--- config.mk ---
export PLATFORM = sky130hd
export DESIGN_NAME = pixel_channel_status_word
export DESIGN_NICKNAME = d
export VERILOG_FILES = /design/src/hw/pix_status_pkg.sv /design/src/hw/pixel_channel_status_word.sv /design/src/hw/pix_req_edge.sv /design/src/hw/pix_cycle_tally.sv
export SDC_FILE = /design/constraint.sdc
export NUM_CORES = 1
export LEC_CHECK = 0
export BUFFER_PORTS_ARGS = -buffer_cell sky130_fd_sc_hd__buf_2
export CAP_MARGIN = 20
export CORE_ASPECT_RATIO = 0.75
export CORE_UTILIZATION = 30
export CTS_BUF_LIST = sky130_fd_sc_hd__clkbuf_4 sky130_fd_sc_hd__clkbuf_8
export DETAILED_ROUTE_END_ITERATION = 7
export GPL_ROUTABILITY_DRIVEN = 0
export GPL_TIMING_DRIVEN = 1
export HOLD_SLACK_MARGIN = 0.02
export PLACE_DENSITY = 0.64
export SLEW_MARGIN = 20
export SYNTH_ARGS = -nofsm -noshare
export SYNTH_HDL_FRONTEND = slang
export SYNTH_SLANG_ARGS = --single-unit
--- constraint.sdc ---
create_clock -name core_clk -period 1.9 [get_ports core_clk]
set_input_delay 0.285 -clock core_clk [delete_from_list [all_inputs] [get_ports core_clk]]
set_output_delay 0.285 -clock core_clk [all_outputs]
set_load 0.02 [all_outputs]
--- src/hw/pix_status_pkg.sv ---
package pix_status_pkg;

    // Subindex positions of the status word fields
    localparam int unsigned SUB_BUSY      = 1;
    localparam int unsigned SUB_TRANSMIT  = 2;
    localparam int unsigned SUB_SEND_ACK  = 3;
    localparam int unsigned SUB_UPD_ACK   = 4;
    localparam int unsigned SUB_CMD_ACK   = 5;
    localparam int unsigned SUB_REJECT    = 6;
    localparam int unsigned SUB_WARNING   = 11;
    localparam int unsigned SUB_ERROR     = 12;
    localparam int unsigned SUB_TALLY_LO  = 15;
    localparam int unsigned STATUS_W      = 17;

    localparam logic [7:0] STATUS_ENTRY_COUNT = 8'h0f;
    localparam logic [1:0] TALLY_RESET        = 2'h0;
    localparam logic [1:0] TALLY_MAX          = 2'h3;
    localparam logic [1:0] TALLY_STEP         = 2'h1;

    // Command codes
    typedef enum logic [15:0] {
        CMD_NOP        = 16'h0000,
        CMD_FILL       = 16'h0001,
        CMD_CLEAR      = 16'h0002,
        CMD_COPY       = 16'h0003,
        CMD_MOVE       = 16'h0004,
        CMD_ROT_LEFT   = 16'h0005,
        CMD_ROT_RIGHT  = 16'h0006,
        CMD_REVERSE    = 16'h0007,
        CMD_GRAD_1     = 16'h0008,
        CMD_GRAD_2     = 16'h0009
    } cmd_code_t;

    localparam logic [15:0] CMD_LAST = 16'h0009;

    // Host request bits sampled once per process data cycle
    typedef struct packed {
        logic run_toggle;
        logic send_req;
        logic update_req;
    } host_req_t;

    // Channel status word as read by the host
    typedef struct packed {
        logic       busy;
        logic       frame_output_active;
        logic       push_frame_ack_toggle;
        logic       buffer_refresh_ack_toggle;
        logic       op_done_ack_toggle;
        logic       op_refused_flag;
        logic       warning_flag;
        logic       error_flag;
        logic [1:0] pd_cycle_tally;
    } status_word_t;

    // Channel command states: idle, engine executing, deferred send/update follow-up
    typedef enum logic [1:0] {
        ST_IDLE   = 2'b00,
        ST_EXEC   = 2'b01,
        ST_FOLLOW = 2'b11
    } chan_state_t;

    function automatic logic cmd_valid(input logic [15:0] code);
        return code <= CMD_LAST;
    endfunction

endpackage

--- src/hw/pixel_channel_status_word.sv ---
// Functional notes
// - Busy stays high while a command runs; new triggers then ignored.
// - Frame output flag high while transmitting; buffer untouched then.
// - Send ack toggles after accepted send; unchanged on invalid request.
// - Update ack toggles after buffer copy; unchanged on invalid request.
// - Command ack toggles per successful command; unchanged otherwise.
// - Reject flag set on bad command, held until next command executes.
// - Warning flag follows the channel warning condition.
// - Error flag follows the channel error condition.
// - Two-bit cycle tally increments each process cycle, wraps 3 to 0.
// - Host toggles run bit while idle; triggers during busy ignored, reject flag untouched.
// - Send or update after a command waits for frame output idle.
// - Command codes 0..9: nop fill clear copy move rotl rotr rev grad.
`timescale 1ns/1ps
`default_nettype none
module pixel_channel_status_word
    import pix_status_pkg::*;
(
    input  wire logic         core_clk,
    input  wire logic         rst_n,
    input  wire logic         pd_strobe,
    input  wire host_req_t    host_req,
    input  wire logic [15:0]  cmd_code,
    input  wire logic         arg_ok,
    output logic              exec_start,
    output logic [15:0]       exec_code,
    input  wire logic         exec_done,
    output logic              frame_send_start,
    output logic              buffer_copy_start,
    input  wire logic         frame_active,
    input  wire logic         warning_cond,
    input  wire logic         error_cond,
    output logic [7:0]        status_entry_count,
    output status_word_t      status
);
    chan_state_t state_reg;
    logic [2:0]  req_new;
    logic        run_new;
    logic        send_new;
    logic        upd_new;
    logic        send_pend_reg;
    logic        upd_pend_reg;
    logic        busy_reg;
    logic        send_ack_reg;
    logic        upd_ack_reg;
    logic        cmd_ack_reg;
    logic        reject_reg;
    logic        warn_reg;
    logic        err_reg;
    logic [15:0] exec_code_reg;
    logic [1:0]  tally;
    logic        accept_cmd;
    logic        bad_cmd;
    logic        do_send;
    logic        do_update;

    // Request detection on host bit changes
    pix_req_edge #(.WIDTH(3)) u_edge (
        .core_clk (core_clk),
        .rst_n    (rst_n),
        .pd_strobe(pd_strobe),
        .req_bits (host_req),
        .req_new  (req_new)
    );

    assign run_new  = req_new[2];
    assign send_new = req_new[1];
    assign upd_new  = req_new[0];

    // Trigger while busy is simply dropped; busy_reg also covers the cycle
    // after the return to idle, when the host still reads busy high
    assign accept_cmd = run_new && (state_reg == ST_IDLE)
                        && !busy_reg;
    assign bad_cmd    = !cmd_valid(cmd_code) || !arg_ok;

    // Command state machine
    always_ff @(posedge core_clk) begin
        if (!rst_n) begin
            state_reg     <= ST_IDLE;
            exec_code_reg <= 16'h0000;
        end else begin
            unique case (state_reg)
                ST_IDLE: begin
                    if (accept_cmd && !bad_cmd) begin
                        state_reg     <= ST_EXEC;
                        exec_code_reg <= cmd_code;
                    end
                end
                ST_EXEC: begin
                    if (exec_done) begin
                        state_reg <= ST_FOLLOW;
                    end
                end
                ST_FOLLOW: begin
                    // Hold busy until deferred send/update are issued
                    if (!send_pend_reg && !upd_pend_reg) begin
                        state_reg <= ST_IDLE;
                    end
                end
                default: state_reg <= ST_IDLE;
            endcase
        end
    end

    assign exec_start = (state_reg == ST_IDLE) && accept_cmd && !bad_cmd;
    assign exec_code  = exec_code_reg;

    // Busy covers execution and the deferred follow-up
    always_ff @(posedge core_clk) begin
        if (!rst_n) begin
            busy_reg <= 1'b0;
        end else begin
            busy_reg <= (state_reg != ST_IDLE) || exec_start;
        end
    end

    // Deferred frame jobs wait for frame output to go idle
    assign do_update = (state_reg == ST_FOLLOW) && upd_pend_reg
                       && !frame_active;
    assign do_send   = (state_reg == ST_FOLLOW) && !upd_pend_reg
                       && send_pend_reg && !frame_active;
    assign buffer_copy_start = do_update;
    assign frame_send_start  = do_send;

    // Send/update requests latched with an accepted command
    always_ff @(posedge core_clk) begin
        if (!rst_n) begin
            send_pend_reg <= 1'b0;
            upd_pend_reg  <= 1'b0;
        end else if (exec_start) begin
            send_pend_reg <= send_new;
            upd_pend_reg  <= upd_new;
        end else begin
            if (do_send) begin
                send_pend_reg <= 1'b0;
            end
            if (do_update) begin
                upd_pend_reg <= 1'b0;
            end
        end
    end

    // Acknowledge toggles only for successful work
    always_ff @(posedge core_clk) begin
        if (!rst_n) begin
            send_ack_reg <= 1'b0;
            upd_ack_reg  <= 1'b0;
            cmd_ack_reg  <= 1'b0;
        end else begin
            if (do_send) begin
                send_ack_reg <= !send_ack_reg;
            end
            if (do_update) begin
                upd_ack_reg <= !upd_ack_reg;
            end
            if (state_reg == ST_EXEC && exec_done) begin
                cmd_ack_reg <= !cmd_ack_reg;
            end
        end
    end

    // Reject is sticky until a command executes
    always_ff @(posedge core_clk) begin
        if (!rst_n) begin
            reject_reg <= 1'b0;
        end else if (accept_cmd && bad_cmd) begin
            reject_reg <= 1'b1;
        end else if (exec_start) begin
            reject_reg <= 1'b0;
        end
    end

    // Condition flags follow the channel diagnostics
    always_ff @(posedge core_clk) begin
        if (!rst_n) begin
            warn_reg <= 1'b0;
            err_reg  <= 1'b0;
        end else begin
            warn_reg <= warning_cond;
            err_reg  <= error_cond;
        end
    end

    pix_cycle_tally u_tally (
        .core_clk (core_clk),
        .rst_n    (rst_n),
        .pd_strobe(pd_strobe),
        .tally    (tally)
    );

    // Status word assembly, all fields from flops except frame_output_active, taken straight from frame_active
    assign status_entry_count               = STATUS_ENTRY_COUNT;
    assign status.busy                      = busy_reg;
    assign status.frame_output_active       = frame_active;
    assign status.push_frame_ack_toggle     = send_ack_reg;
    assign status.buffer_refresh_ack_toggle = upd_ack_reg;
    assign status.op_done_ack_toggle        = cmd_ack_reg;
    assign status.op_refused_flag           = reject_reg;
    assign status.warning_flag              = warn_reg;
    assign status.error_flag                = err_reg;
    assign status.pd_cycle_tally            = tally;

    // A trigger seen while the host reads busy must never start the engine
    a_trigger_busy_ign: assert property (
        @(posedge core_clk) disable iff (!rst_n)
        busy_reg |-> !exec_start)
        else $error("command started while busy");

    // Busy rises on the edge after a start
    a_busy_follows: assert property (
        @(posedge core_clk) disable iff (!rst_n)
        exec_start |=> busy_reg)
        else $error("busy not raised after start");

    // Busy falls one cycle after the machine is back in idle
    a_busy_drop: assert property (
        @(posedge core_clk) disable iff (!rst_n)
        (busy_reg && state_reg == ST_IDLE) |=> !busy_reg)
        else $error("busy stuck after idle");

    // A later trigger must not overwrite the running command
    a_exec_code_hold: assert property (
        @(posedge core_clk) disable iff (!rst_n)
        (state_reg != ST_IDLE) |=> $stable(exec_code))
        else $error("running command code changed");

    // No frame job may start while a frame is on the line
    a_no_send_active: assert property (
        @(posedge core_clk) disable iff (!rst_n)
        frame_active |-> !frame_send_start && !buffer_copy_start)
        else $error("frame job during transmission");

    // Frame jobs only come as the follow-up of an executed command
    a_no_job_idle: assert property (
        @(posedge core_clk) disable iff (!rst_n)
        (state_reg != ST_FOLLOW) |-> !frame_send_start && !buffer_copy_start)
        else $error("frame job outside command follow-up");

    // Send ack moves only when a frame send was issued
    a_send_ack_tog: assert property (
        @(posedge core_clk) disable iff (!rst_n)
        $changed(send_ack_reg) |-> $past(do_send))
        else $error("send ack toggled without send");

    // Every issued send flips the send ack
    a_send_ack_flip: assert property (
        @(posedge core_clk) disable iff (!rst_n)
        do_send |=> send_ack_reg != $past(send_ack_reg))
        else $error("send ack did not toggle");

    // Every buffer copy flips the update ack
    a_upd_ack_tog: assert property (
        @(posedge core_clk) disable iff (!rst_n)
        do_update |=> upd_ack_reg != $past(upd_ack_reg))
        else $error("update ack did not toggle");

    // Command ack moves only at the end of an execution
    a_cmd_ack_tog: assert property (
        @(posedge core_clk) disable iff (!rst_n)
        $changed(cmd_ack_reg) |-> $past(state_reg) == ST_EXEC)
        else $error("command ack toggled outside execution");

    // A bad command sets reject and leaves the command ack alone
    a_reject_sets: assert property (
        @(posedge core_clk) disable iff (!rst_n)
        (accept_cmd && bad_cmd) |=> reject_reg && $stable(cmd_ack_reg))
        else $error("reject not flagged");

    // Reject stays set until a command is started
    a_reject_held: assert property (
        @(posedge core_clk) disable iff (!rst_n)
        (reject_reg && !exec_start) |=> reject_reg)
        else $error("reject dropped without a command");

    // A started command clears reject
    a_reject_clear: assert property (
        @(posedge core_clk) disable iff (!rst_n)
        exec_start |=> !reject_reg)
        else $error("reject kept after command start");

    // A dropped trigger leaves the reject flag untouched
    a_busy_no_flag: assert property (
        @(posedge core_clk) disable iff (!rst_n)
        (run_new && busy_reg) |=> $stable(reject_reg))
        else $error("reject changed by trigger while busy");

    // Warning flag follows the condition one cycle late
    a_warn_follow: assert property (
        @(posedge core_clk) disable iff (!rst_n)
        rst_n |=> warn_reg == $past(warning_cond))
        else $error("warning flag lags wrong");

    // Error flag follows the condition one cycle late
    a_err_follow: assert property (
        @(posedge core_clk) disable iff (!rst_n)
        rst_n |=> err_reg == $past(error_cond))
        else $error("error flag lags wrong");

    // Tally advances by one per cycle, modulo four
    a_tally_step: assert property (
        @(posedge core_clk) disable iff (!rst_n)
        pd_strobe |=> tally == $past(tally) + TALLY_STEP)
        else $error("tally did not advance");

    // Tally holds between process data cycles
    a_tally_hold: assert property (
        @(posedge core_clk) disable iff (!rst_n)
        !pd_strobe |=> $stable(tally))
        else $error("tally moved without a cycle");

    // Reset leaves every flag except frame output active, every ack and the tally at zero
    a_reset_clear: assert property (
        @(posedge core_clk)
        !rst_n |=> !busy_reg && !send_ack_reg && !upd_ack_reg
                   && !cmd_ack_reg && !reject_reg && !warn_reg && !err_reg
                   && tally == TALLY_RESET)
        else $error("state not cleared by reset");
endmodule // pixel_channel_status_word
`default_nettype wire

--- src/hw/pix_req_edge.sv ---
`timescale 1ns/1ps
`default_nettype none
module pix_req_edge
    import pix_status_pkg::*;
#(
    parameter int unsigned WIDTH = 3
) (
    input  wire logic             core_clk,
    input  wire logic             rst_n,
    input  wire logic             pd_strobe,
    input  wire logic [WIDTH-1:0] req_bits,
    output logic      [WIDTH-1:0] req_new
);
    logic [WIDTH-1:0] last_reg;

    // Remember host bits from the previous process data cycle
    always_ff @(posedge core_clk) begin
        if (!rst_n) begin
            last_reg <= '0;
        end else if (pd_strobe) begin
            last_reg <= req_bits;
        end
    end

    // Any change seen at a cycle counts as exactly one request
    genvar g;
    generate
        for (g = 0; g < WIDTH; g++) begin : g_bit
            assign req_new[g] = pd_strobe && (req_bits[g] != last_reg[g]);
        end
    endgenerate
endmodule // pix_req_edge
`default_nettype wire

--- src/hw/pix_cycle_tally.sv ---
`timescale 1ns/1ps
`default_nettype none
module pix_cycle_tally
    import pix_status_pkg::*;
(
    input  wire logic       core_clk,
    input  wire logic       rst_n,
    input  wire logic       pd_strobe,
    output logic      [1:0] tally
);
    logic [1:0] tally_reg;

    // Two-bit count wraps naturally from the maximum back to zero
    always_ff @(posedge core_clk) begin
        if (!rst_n) begin
            tally_reg <= TALLY_RESET;
        end else if (pd_strobe) begin
            tally_reg <= (tally_reg == TALLY_MAX) ? TALLY_RESET
                                                  : tally_reg + TALLY_STEP;
        end
    end

    assign tally = tally_reg;
endmodule // pix_cycle_tally
`default_nettype wire

==> implementation parameters, run 1 <==
Parameter                              Value

Timing
  Final-report setup violation count ... 0
  Upper clock frequency limit ... 545 MHz
  Worst clock skew ... 6.59 ps
  RSZ-0062 raised after global routing ... yes
  Fin crit period ... 1830 ps
  Final clock period utilization by the worst path ... between 90% and 100%
  Final hold vios ... 0
  Max-slew violations ... 0
  Final hold slack ... around 210 ps

Global route
  Total overflow reported by the global router ... 0
  GRT Overall Usage ... 12.1%
  Wire length of the first global-routing pass ... between 4000 and 5000 µm
  Largest net degree at the start of global routing ... 29
  Number of antenna violations at the first check in global routing ... 0
  Vias in the first global route ... 920

Route
  Number of vias per cell after detailed routing ... 4.17
  Wire per inst ... 10.6 µm
  Total wire length ... 2550 µm
  Number of search-and-repair iterations in the first detailed-routing pass ... 4
  ANT nets after route ... 0
  1st-iter DRT viols ... 40
  DRC viols ... 0
  Via count ... 1,006

Pwr
  Static leakage ... ~0.9 nW
  Power density over cell area ... approximately 860 mW/mm²
  Largest vdd supply drop ... between 0.4 and 0.5 mV
  Total power ... 1.44 mW

Floorplanning
  Site row count ... 20
  Initial Util ... between 30% and 40%
  X dimension of the die ... around 79 µm
  Overall die area ... 0.00469 mm²
  Vertical die dimension ... just under 60 µm
  Ports ... 64
  Core box area ... approximately 0.0042 mm²

Finish
  Inserted Diodes ... 0
  Area of the multi-input gates ... 543 µm²
  Register Area ... ~640 µm²
  Flip-flop count of the largest register, all copies and words added ... 16
  Layout area overhead ... 26.7%
  Fraction of layout cells with a size suffix above 1 ... 39.2%
  Final cell utilization of the core ... 40.4%
  Number of nets in the finished design ... 213
  Design area ... 0.00168 mm²
  Fillers ... 439

Setup path
  Kind of critical path ... flop to output pin
  Crit-path slowest cell ... sky130_fd_sc_hd__nor4b_2
  Worst Path Required ... 1620 ps
  Launching element type of the critical path ... flop
  Ordered list of cells on the worst path ... xor2_1, nand4b_1, nor4b_2, buf_4
  Worst-path fanout max ... 3
  CP arrival ... 1550 ps
  Kind of end point of the critical path ... output pin
  Crit-path max cell delay ... between 300 and 400 ps

Yosys
  Total of warnings raised by yosys ... 0
  Total of flip-flops plus latches after synthesis ... 32
  Average cell area after synthesis ... roughly 9.7 µm²
  Yosys cell types ... 29
  Post-synthesis sequential area ratio ... around half
  Post-synthesis cell count ... about 140
  Summed instance area of the synthesized netlist ... 0.00133 mm²

Placement
  Number of port buffers ... 55
  Placed cell areas ... roughly 0.0015 mm²
  Total half-perimeter wirelength after legalization and detailed placement ... 1830 µm

Clock tree
  Clock latency on the worst-skew pair ... 280 ps
  Root Buffer Master ... sky130_fd_sc_hd__clkbuf_8
  Number of H-tree levels ... 2
  Number of clock sinks ... 32
  Clock tree from TritonCTS ... yes
  Number of CTS-inserted buffers ... 5
  Max Buffers Root-to-Sink ... 2
  Clock-pin transition on the worst setup and hold timing paths ... approximately 70 ps
  Total of hold buffers inserted after clock tree synthesis ... 0

Outcome
  Result of the run ... finished clean

Job
  Maximum Capacitance Violations ... 0

Worst hold path
  Class of the tightest hold or removal check ... primary input to flop
[worst max-delay path: cells and delay by family (launching register included)]
kind	cells	cell delay [ps]
XOR/XNOR	1	160
buffers and inverters	1	190
flip-flops	1	340
AND/OR/NAND/NOR	2	570
[final timing paths]
| kind | start | end | slack, ps | depth (start not counted) |
|---|---|---|---|---|
| setup reg to reg | u_edge.last_reg[2]$_SDFFE_PN0P_ | exec_code[14]$_SDFFE_PN0P_ | 160 | 4 |
| hold reg to reg | exec_code[1]$_SDFFE_PN0P_ | exec_code[1]$_SDFFE_PN0P_ | 460 | 2 |
| hold / removal | error_cond | err_reg$_SDFF_PN0_ | 210 | 2 |
| setup / recovery | u_edge.last_reg[2]$_SDFFE_PN0P_ | exec_start | 70 | 4 |
[Yosys cell counts]
| library cell | instances | share of area (%) |
|---|---|---|
| sky130_fd_sc_hd__nor4b_1 | 2 | 1.3 |
| sky130_fd_sc_hd__conb_1 | 2 | 0.57 |
| sky130_fd_sc_hd__and2_1 | 2 | 0.94 |
| sky130_fd_sc_hd__buf_2 | 2 | 0.76 |
| sky130_fd_sc_hd__nand2_1 | 12 | 3.4 |
| sky130_fd_sc_hd__dfxtp_1 | 32 | 48 |
| sky130_fd_sc_hd__clkbuf_1 | 1 | 0.28 |
| sky130_fd_sc_hd__nand3b_1 | 1 | 0.57 |
| sky130_fd_sc_hd__xor2_1 | 4 | 2.6 |
| sky130_fd_sc_hd__nor4_1 | 1 | 0.47 |
| sky130_fd_sc_hd__nor3_2 | 1 | 0.76 |
| sky130_fd_sc_hd__a21oi_1 | 3 | 1.1 |
| sky130_fd_sc_hd__or4_4 | 1 | 0.85 |
| sky130_fd_sc_hd__nor3_1 | 1 | 0.38 |
| sky130_fd_sc_hd__xnor2_1 | 1 | 0.66 |
| sky130_fd_sc_hd__inv_1 | 2 | 0.57 |
| sky130_fd_sc_hd__and3_1 | 12 | 5.7 |
| sky130_fd_sc_hd__nor2b_1 | 1 | 0.47 |
| sky130_fd_sc_hd__buf_6 | 2 | 1.7 |
| sky130_fd_sc_hd__nand4b_1 | 2 | 1.3 |
| sky130_fd_sc_hd__or4b_4 | 1 | 1.0 |
| sky130_fd_sc_hd__or3_1 | 1 | 0.47 |
| sky130_fd_sc_hd__o21ai_0 | 2 | 0.76 |
| sky130_fd_sc_hd__buf_4 | 18 | 10 |
| sky130_fd_sc_hd__nand3_1 | 4 | 1.5 |
| sky130_fd_sc_hd__mux2i_1 | 11 | 8.3 |
| sky130_fd_sc_hd__nor2_1 | 12 | 3.4 |
| sky130_fd_sc_hd__ha_1 | 1 | 0.94 |
| sky130_fd_sc_hd__o21a_1 | 1 | 0.57 |
[cell families after synthesis]
group           after synthesis  synth area share, %
compound gates                6                 2.46
other cells                   2                0.567
mux                          11                 8.31
xor+xnor                      5                 3.30
fa+ha+maj                     1                0.944
buf+inv                      25                 13.5
flops                        32                 48.3
simple gates                 54                 22.6
[where the power goes]
| group | internal, mW | switching (mW) | total (mW) |
|---|---|---|---|
| clock | 0.403 | 0.238 | 0.641 |
| combinational | 0.0461 | 0.0679 | 0.114 |
| sequential | 0.683 | 0.00742 | 0.690 |
[cell usage in the layout (no fill, tap or decap)]
cell,n
sky130_fd_sc_hd__and3_1,12
sky130_fd_sc_hd__nand2_1,12
sky130_fd_sc_hd__clkbuf_4,1
sky130_fd_sc_hd__conb_1,8
sky130_fd_sc_hd__clkbuf_8,5
sky130_fd_sc_hd__xnor2_1,1
sky130_fd_sc_hd__nor4b_2,2
sky130_fd_sc_hd__buf_2,54
sky130_fd_sc_hd__nor2b_1,1
sky130_fd_sc_hd__nor3_2,1
sky130_fd_sc_hd__mux2i_1,11
sky130_fd_sc_hd__nand3_1,4
sky130_fd_sc_hd__nor2_2,1
sky130_fd_sc_hd__xor2_1,4
sky130_fd_sc_hd__or4_4,1
sky130_fd_sc_hd__nand3b_1,1
sky130_fd_sc_hd__buf_4,5
sky130_fd_sc_hd__bufinv_16,1
sky130_fd_sc_hd__nor2_1,11
sky130_fd_sc_hd__a21oi_1,3
sky130_fd_sc_hd__nor3_1,1
sky130_fd_sc_hd__inv_1,2
sky130_fd_sc_hd__ha_1,1
sky130_fd_sc_hd__dfxtp_1,32
sky130_fd_sc_hd__and2_1,2
sky130_fd_sc_hd__or4b_4,1
sky130_fd_sc_hd__or3_1,1
sky130_fd_sc_hd__o21ai_0,2
sky130_fd_sc_hd__o21a_1,1
sky130_fd_sc_hd__clkinv_2,1
sky130_fd_sc_hd__nor4_1,1
sky130_fd_sc_hd__nand4b_1,2
[layer usage]
layer	routed length, µm	part of all wire, %	up-vias	track usage, %
met5	0	0	-	0
met4	0	0	0	5.56
met3	219	8.6	0	6.62
met2	1070	42	39	17.1
met1	1260	49	441	14.9
li1	-	-	526	-
[repair_timing]
item | CTS | global route
resized for setup | 0 | 3
endpoints found under the hold margin | 0 | 0
buffers inserted | 0 | 1
setup endpoints to repair | 0 | 11
[final cells by class]
| cell class | instances | share of cell area, % |
|---|---|---|
| repair buffers | 59 | 18.3 |
| inverters | 2 | 0.447 |
| well taps | 55 | 4.10 |
| flip-flops and latches | 32 | 38.2 |
| clock inverters | 2 | 2.09 |
| clock buffers | 6 | 4.55 |
| multi-input cells | 85 | 32.3 |
[metrics by stage]
step | cells | setup WS (ps) | setup TNS (ps)
4_1_cts | 240 | 38.1 | 0
3_5_place_dp | 232 | -125 | -1810
2_1_floorplan | 142 | 72.3 | 0
5_1_grt | 241 | -63.4 | -63.4
3_3_place_gp | 232 | -97.8 | -1410
6_report | 241 | 66.3 | 0
No activity file was read; power rests on OpenSTA's default activity.
==> inputs of run 2 (changes only) <==
--- a/config.mk
+++ b/config.mk
@@ -9,7 +9,7 @@
 export CAP_MARGIN = 20
 export CORE_ASPECT_RATIO = 0.75
 export CORE_UTILIZATION = 30
-export CTS_BUF_LIST = sky130_fd_sc_hd__clkbuf_4 sky130_fd_sc_hd__clkbuf_8
+export CTS_BUF_LIST = sky130_fd_sc_hd__clkbuf_8
 export DETAILED_ROUTE_END_ITERATION = 7
 export GPL_ROUTABILITY_DRIVEN = 0
 export GPL_TIMING_DRIVEN = 1
==> run 2 against run 1 <==
  * Clock-buffer cell count shrank 1
  * Worst hold slack is essentially flat
  * Total power shrank 1.3%
  * Core utilization shrank 0.090 points
  * Fmax is essentially flat
  * Sequential share of layout area grew 0.085 points
  * Critical path type unchanged
==> implementation parameters, run 2 (synthesized netlist as in run 1, its figures left out) <==
Parameter                              Value

Route
  Sum of routed wire segments on met1 ... approximately 1300 µm
  Number of vias per cell after detailed routing ... between 4 and 5
  Via count ... 1,006
  1st-iter DRT viols ... 40
  ANT nets after route ... 0
  Number of search-and-repair iterations in the first detailed-routing pass ... 4
  Wire length on met3 ... 219 µm
  Met2 routed WL ... 1070 µm
  Wire per inst ... roughly 11 µm
  Top layer reached by signal wires ... met3
  DRC viols ... 0
  Total wire length ... about 2500 µm

Pwr
  Largest vdd supply drop ... ~0.41 mV
  Total power ... 1.43 mW
  Power density over cell area ... ~850 mW/mm²
  Static leakage ... ~0.90 nW

Finish
  Fraction of layout cells with a size suffix above 1 ... around two fifths
  Inserted Diodes ... 0
  Final cell utilization of the core ... about two fifths
  Flip-flop count of the largest register, all copies and words added ... 16
  Commonest non-fill, non-tap cell in the layout ... sky130_fd_sc_hd__buf_2
  Commonest cells after routing, fill and taps aside ... 54 x sky130_fd_sc_hd__buf_2, 32 x sky130_fd_sc_hd__dfxtp_1, 12 x sky130_fd_sc_hd__nand2_1, 12 x sky130_fd_sc_hd__and3_1
  Layout area overhead ... 26.4%
  Number of nets in the finished design ... 213

Worst hold path
  Class of the tightest hold or removal check ... primary input to flop

Floorplanning
  Core box area ... 0.00415 mm²
  X dimension of the die ... 78.7 µm
  Vertical die dimension ... 59.6 µm
  Initial Util ... 31.9%
  Site row count ... 20
  Overall die area ... ~0.0047 mm²
  Ports ... 64

Placement
  Number of port buffers ... 55
  Total half-perimeter wirelength after legalization and detailed placement ... around 1800 µm

Setup path
  Worst Path Required ... 1620 ps
  Kind of end point of the critical path ... output pin
  Kind of critical path ... flop to output pin
  Crit-path slowest cell ... sky130_fd_sc_hd__nor4b_2
  Ordered list of cells on the worst path ... xor2_1, nand4b_1, nor4b_2, buf_4
  CP arrival ... 1550 ps
  Worst-path fanout max ... 3
  Category of cells accounting for the largest share of critical-path delay ... simple AND/OR/NAND/NOR gates
  Crit-path max cell delay ... ~360 ps
  Launching element type of the critical path ... flop
  WP buf/inv ... 1

Clock tree
  Clock tree from TritonCTS ... yes
  Max Buffers Root-to-Sink ... 2
  Root Buffer Master ... sky130_fd_sc_hd__clkbuf_8
  Clock latency on the worst-skew pair ... 280 ps
  Number of clock sinks ... 32
  Clock-pin transition on the worst setup and hold timing paths ... 70 ps
  Number of CTS-inserted buffers ... 5
  Number of H-tree levels ... 2
  Total of hold buffers inserted after clock tree synthesis ... 0

Job
  Maximum Capacitance Violations ... 0

Timing
  Final clock period utilization by the worst path ... a little over nine tenths
  RSZ-0062 raised after global routing ... yes
  Max-slew violations ... 0
  Upper clock frequency limit ... about 550 MHz
  Final hold slack ... 209 ps
  Worst clock skew ... 6.88 ps
  Final hold vios ... 0
  Final-report setup violation count ... 0
  Fin crit period ... roughly 1800 ps

Global route
  Vias in the first global route ... 920
  GRT Overall Usage ... about 12%
  Total overflow reported by the global router ... 0
  Wire length of the first global-routing pass ... between 4000 and 5000 µm
  Largest net degree at the start of global routing ... 29
  Number of antenna violations at the first check in global routing ... 0

Outcome
  Result of the run ... finished clean
==> run 2: changes by cell type in the layout (fill, tap and decap cells not counted), sizes merged <==
cell    delta
inv        +1
clkbuf     -1
==> run 2: through the flow <==
step | worst slack (ps) | std cells | TNS [ps] | instance area (µm²)
3_3_place_gp | -97.8 | 232 | -1410 | 1550
5_1_grt | -63.4 | 241 | -63.4 | 1680
3_5_place_dp | -125 | 232 | -1810 | 1550
6_report | 66.1 | 241 | 0 | 1680
2_1_floorplan | 72.3 | 142 | 0 | 1350
4_1_cts | 38.1 | 240 | 0 | 1660
==> run 2: what timing repair did <==
item,in CTS,in global routing
resized for setup,0,3
hold endpoints to repair,0,0
endpoints found under the setup margin,0,11
buffers inserted,0,1
==> run 2: final timing paths <==
kind / startpoint / to / slack [ps] / cells past startpoint
hold reg to reg: exec_code[1]$_SDFFE_PN0P_ / exec_code[1]$_SDFFE_PN0P_ / 460 / 2
setup reg to reg: u_edge.last_reg[2]$_SDFFE_PN0P_ / exec_code[14]$_SDFFE_PN0P_ / 160 / 4
hold / removal: error_cond / err_reg$_SDFF_PN0_ / 210 / 2
setup / recovery: u_edge.last_reg[2]$_SDFFE_PN0P_ / exec_start / 70 / 4
==> run 2: metal layers <==
metal | vias to the layer above | global-route usage, %
met5 | - | 0
met4 | 0 | 5.56
met3 | 0 | 6.62
met2 | 39 | 17.1
met1 | 441 | 14.9
li1 | 526 | -
==> run 2: cell type report <==
| type | instances | area [µm²] |
|---|---|---|
| clock buffers | 5 | 68.8 |
| clock inverters | 3 | 38.8 |
| fillers | 440 | 2480 |
| inverters | 2 | 7.51 |
| multi-input cells | 85 | 543 |
| flip-flops and latches | 32 | 641 |
| well taps | 55 | 68.8 |
| repair buffers | 59 | 308 |
==> run 2: report_power, final <==
part	internal (mW)	switching, mW	total, mW
registers	0.683	0.00742	0.690
clock network	0.383	0.238	0.621
logic	0.0461	0.0679	0.114
total	1.11	0.313	1.43
==> run 2: worst register-to-register path, cell delays in order (launching register included) <==
cell and delay, ps:
sky130_fd_sc_hd__dfxtp_1 340, sky130_fd_sc_hd__xor2_1 160, sky130_fd_sc_hd__nand4b_1 210, sky130_fd_sc_hd__or4b_4 680
sky130_fd_sc_hd__and3_1 240
==> inputs of run 3 (changes only) <==
--- a/config.mk
+++ b/config.mk
@@ -15,7 +15,9 @@
 export GPL_TIMING_DRIVEN = 1
 export HOLD_SLACK_MARGIN = 0.02
 export PLACE_DENSITY = 0.64
+export REMOVE_ABC_BUFFERS = 1
 export SLEW_MARGIN = 20
 export SYNTH_ARGS = -nofsm -noshare
 export SYNTH_HDL_FRONTEND = slang
+export SYNTH_HIERARCHICAL = 1
 export SYNTH_SLANG_ARGS = --single-unit
==> run 3 against run 2 <==
  * Total power up 0.30%
  * Area after synthesis is 2.3% higher
  * Fmax is 2.4% lower
  * Register-to-register slack got worse by 60 ps
  * Core utilization is 2.1 points higher
  * Critical path type unchanged
  * Via count up 5.4%
  * First-iteration DRC count is 35% higher
  * Largest power group unchanged
  * Final cell count increased by 2.9%
==> implementation parameters, run 3 <==
Parameter                              Value

Outcome
  Result of the run ... finished clean

Setup path
  Kind of critical path ... flop to output pin
  CP arrival ... 1590 ps
  Crit-path slowest cell ... sky130_fd_sc_hd__dfxtp_2
  Ordered list of cells on the worst path ... xor2_1, and2_2, nor4b_4, nand2_2, nor3_4, buf_6
  Crit-path max cell delay ... 330 ps
  Reg-to-reg startpoint ... u_edge/last_reg[2]$_SDFFE_PN0P_
  Worst-path fanout max ... 2
  Worst reg2reg path depth ... 6
  Critical path capture point ... exec_start
  WP buf/inv ... 1
  Reg-to-Reg End ... exec_code[12]$_SDFFE_PN0P_
  Category of cells accounting for the largest share of critical-path delay ... simple AND/OR/NAND/NOR gates
  Launching element type of the critical path ... flop
  Critical Path Source ... u_edge/last_reg[2]$_SDFFE_PN0P_
  Critical path depth ... 6
  Kind of end point of the critical path ... output pin
  Worst Path Required ... 1620 ps
  Reg2reg setup slack ... 100 ps

Global route
  Wire length of the first global-routing pass ... 4110 µm
  Vias in the first global route ... about 860
  Number of antenna violations at the first check in global routing ... 0
  GRT Overall Usage ... about an eighth
  Total overflow reported by the global router ... 0
  Largest net degree at the start of global routing ... 39

Yosys
  Synth top area cells ... sky130_fd_sc_hd__dfxtp_1 47%, sky130_fd_sc_hd__buf_4 8.9%, sky130_fd_sc_hd__mux2i_1 7.4%, sky130_fd_sc_hd__and3_1 5.5%, sky130_fd_sc_hd__nand2_1 4.4%
  Dominant register cell in the synthesized netlist ... sky130_fd_sc_hd__dfxtp_1
  Post-synthesis sequential area ratio ... 47.3%
  Most repeated cell in the gate-level netlist after synthesis ... sky130_fd_sc_hd__dfxtp_1
  Area share of the leading cell type in the synthesized netlist ... 47.3%
  Commonest cells in the synthesized netlist ... 32 x sky130_fd_sc_hd__dfxtp_1, 16 x sky130_fd_sc_hd__buf_4, 16 x sky130_fd_sc_hd__nand2_1
  Largest area contributor in the netlist ... sky130_fd_sc_hd__dfxtp_1
  Ys async rst share ... 0%
  Average cell area after synthesis ... 9.89 µm²
  Total of warnings raised by yosys ... 6
  Total of flip-flops plus latches after synthesis ... 32
  Yosys cell types ... 32
  Number of enable-type register cells in the synthesized netlist ... 0
  Summed instance area of the synthesized netlist ... 0.00136 mm²
  Post-synthesis cell count ... between 100 and 150

Worst hold path
  Worst Min Path Start ... warning_cond
  Hold Path Depth ... 2
  Class of the tightest hold or removal check ... primary input to flop

Route
  Via count ... between 1k and 1.5k
  1st-iter DRT viols ... 54
  Number of vias per cell after detailed routing ... 4.27
  Wire per inst ... 10.7 µm
  ANT nets after route ... 0
  DRC viols ... 0
  Number of search-and-repair iterations in the first detailed-routing pass ... 4
  Total wire length ... 2660 µm

Job
  Maximum Capacitance Violations ... 0

Placement
  Total half-perimeter wirelength after legalization and detailed placement ... between 1500 and 2000 µm
  Number of port buffers ... 55
  Placed cell areas ... roughly 0.0016 mm²

Clock tree
  Root Buffer Master ... sky130_fd_sc_hd__clkbuf_8
  Number of H-tree levels ... 2
  Clock latency on the worst-skew pair ... 280 ps
  Clock-pin transition on the worst setup and hold timing paths ... around 60 ps
  Max Buffers Root-to-Sink ... 2
  Clock tree from TritonCTS ... yes
  Number of CTS-inserted buffers ... 5
  Number of clock sinks ... 32

Timing
  Setup TNS ... 0 ps
  Worst clock skew ... 4.45 ps
  Fin crit period ... 1880 ps
  Worst slew margin ... 62.6%
  RSZ-0062 raised after global routing ... yes
  Final clock period utilization by the worst path ... 98.9%
  Final-report setup violation count ... 0
  Upper clock frequency limit ... ~530 MHz
  Transition time at the pin with the least slew margin ... 561 ps
  Max-slew violations ... 0
  Final hold vios ... 0

Pwr
  Static leakage ... 0.965 nW
  Power density over cell area ... 806 mW/mm²
  Largest vdd supply drop ... 0.306 mV

Floorplanning
  Ports ... 64
  Vertical die dimension ... ~60 µm
  Overall die area ... approximately 0.0048 mm²
  Initial Util ... 32.4%
  Core box area ... between 0.004 and 0.005 mm²
  X dimension of the die ... 79.6 µm
  Site row count ... 20

Finish
  Fraction of layout cells with a size suffix above 1 ... 42.5%
  Layout area overhead ... 30.8%
  Commonest cells after routing, fill and taps aside ... 54 x sky130_fd_sc_hd__buf_2, 30 x sky130_fd_sc_hd__dfxtp_1, 15 x sky130_fd_sc_hd__nand2_1
  Design area ... roughly 0.0018 mm²
  Commonest non-fill, non-tap cell in the layout ... sky130_fd_sc_hd__buf_2
  Flip-flop count of the largest register, all copies and words added ... 16
  Number of nets in the finished design ... 220
  Inserted Diodes ... 0
==> run 3: power by group <==
group | total [mW] | switching [mW] | leakage [nW] | internal, mW
logic | 0.121 | 0.0658 | 0.645 | 0.0555
registers | 0.689 | 0.00636 | 0.260 | 0.682
clock network | 0.620 | 0.237 | 0.0593 | 0.383
total | 1.43 | 0.309 | 0.965 | 1.12
==> run 3: what timing repair did <==
item	4_1_cts	5_1_grt
gates resized for setup	4	6
pin swaps	2	2
hold endpoints to repair	0	0
hold buffers	0	0
setup buffers	4	2
setup endpoints to repair	1	4
==> run 3: logic make-up (layout without fill, tap and decap cells) <==
| kind of cell | count (synthesis) | in the layout | synth area share, % |
|---|---|---|---|
| simple gates | 56 | 56 | 24.0 |
| flops | 32 | 32 | 47.3 |
| buf+inv | 23 | 73 | 12.5 |
| mux | 10 | 10 | 7.39 |
| compound gates | 8 | 8 | 4.16 |
| xor+xnor | 5 | 5 | 3.23 |
| other cells | 2 | 8 | 0.554 |
| fa+ha+maj | 1 | 1 | 0.923 |
==> run 3: through the flow <==
step	power, mW	util [%]	setup slack (ps)	instances	hold WS, ps
after floorplan	0.761	-	95.1	121	403
after global placement	0.817	37.8	101	234	447
after detailed placement	0.818	37.8	25.7	234	452
after CTS	1.45	41.5	-13.1	246	198
after global routing	1.51	42.4	-80.7	248	215
final	1.43	42.4	20.5	248	211
==> run 3: worst min path at each step <==
stage                     slack, ps                            end
after floorplan                 400  u_tally/tally[0]$_SDFFE_PN0P_
after global placement          450      exec_code[3]$_SDFFE_PN0P_
after detailed placement        450      exec_code[2]$_SDFFE_PN0P_
after CTS                       200            warn_reg$_SDFF_PN0_
after global routing            220             err_reg$_SDFF_PN0_
final                           210            warn_reg$_SDFF_PN0_
==> run 3: area by class of cell <==
type                    instances  area, µm²
fillers                       413       2410
multi-input cells              88        601
clock buffers                   5       68.8
clock inverters                 3       38.8
flip-flops and latches         32        643
inverters                       1       3.75
well taps                      55       68.8
repair buffers                 64        349
==> run 3: per-layer routing <==
layer,GRT usage [%],routed length [µm]
met5,0,0
met4,4.68,26
met3,5.50,268
met2,16.1,1060
met1,16.0,1300
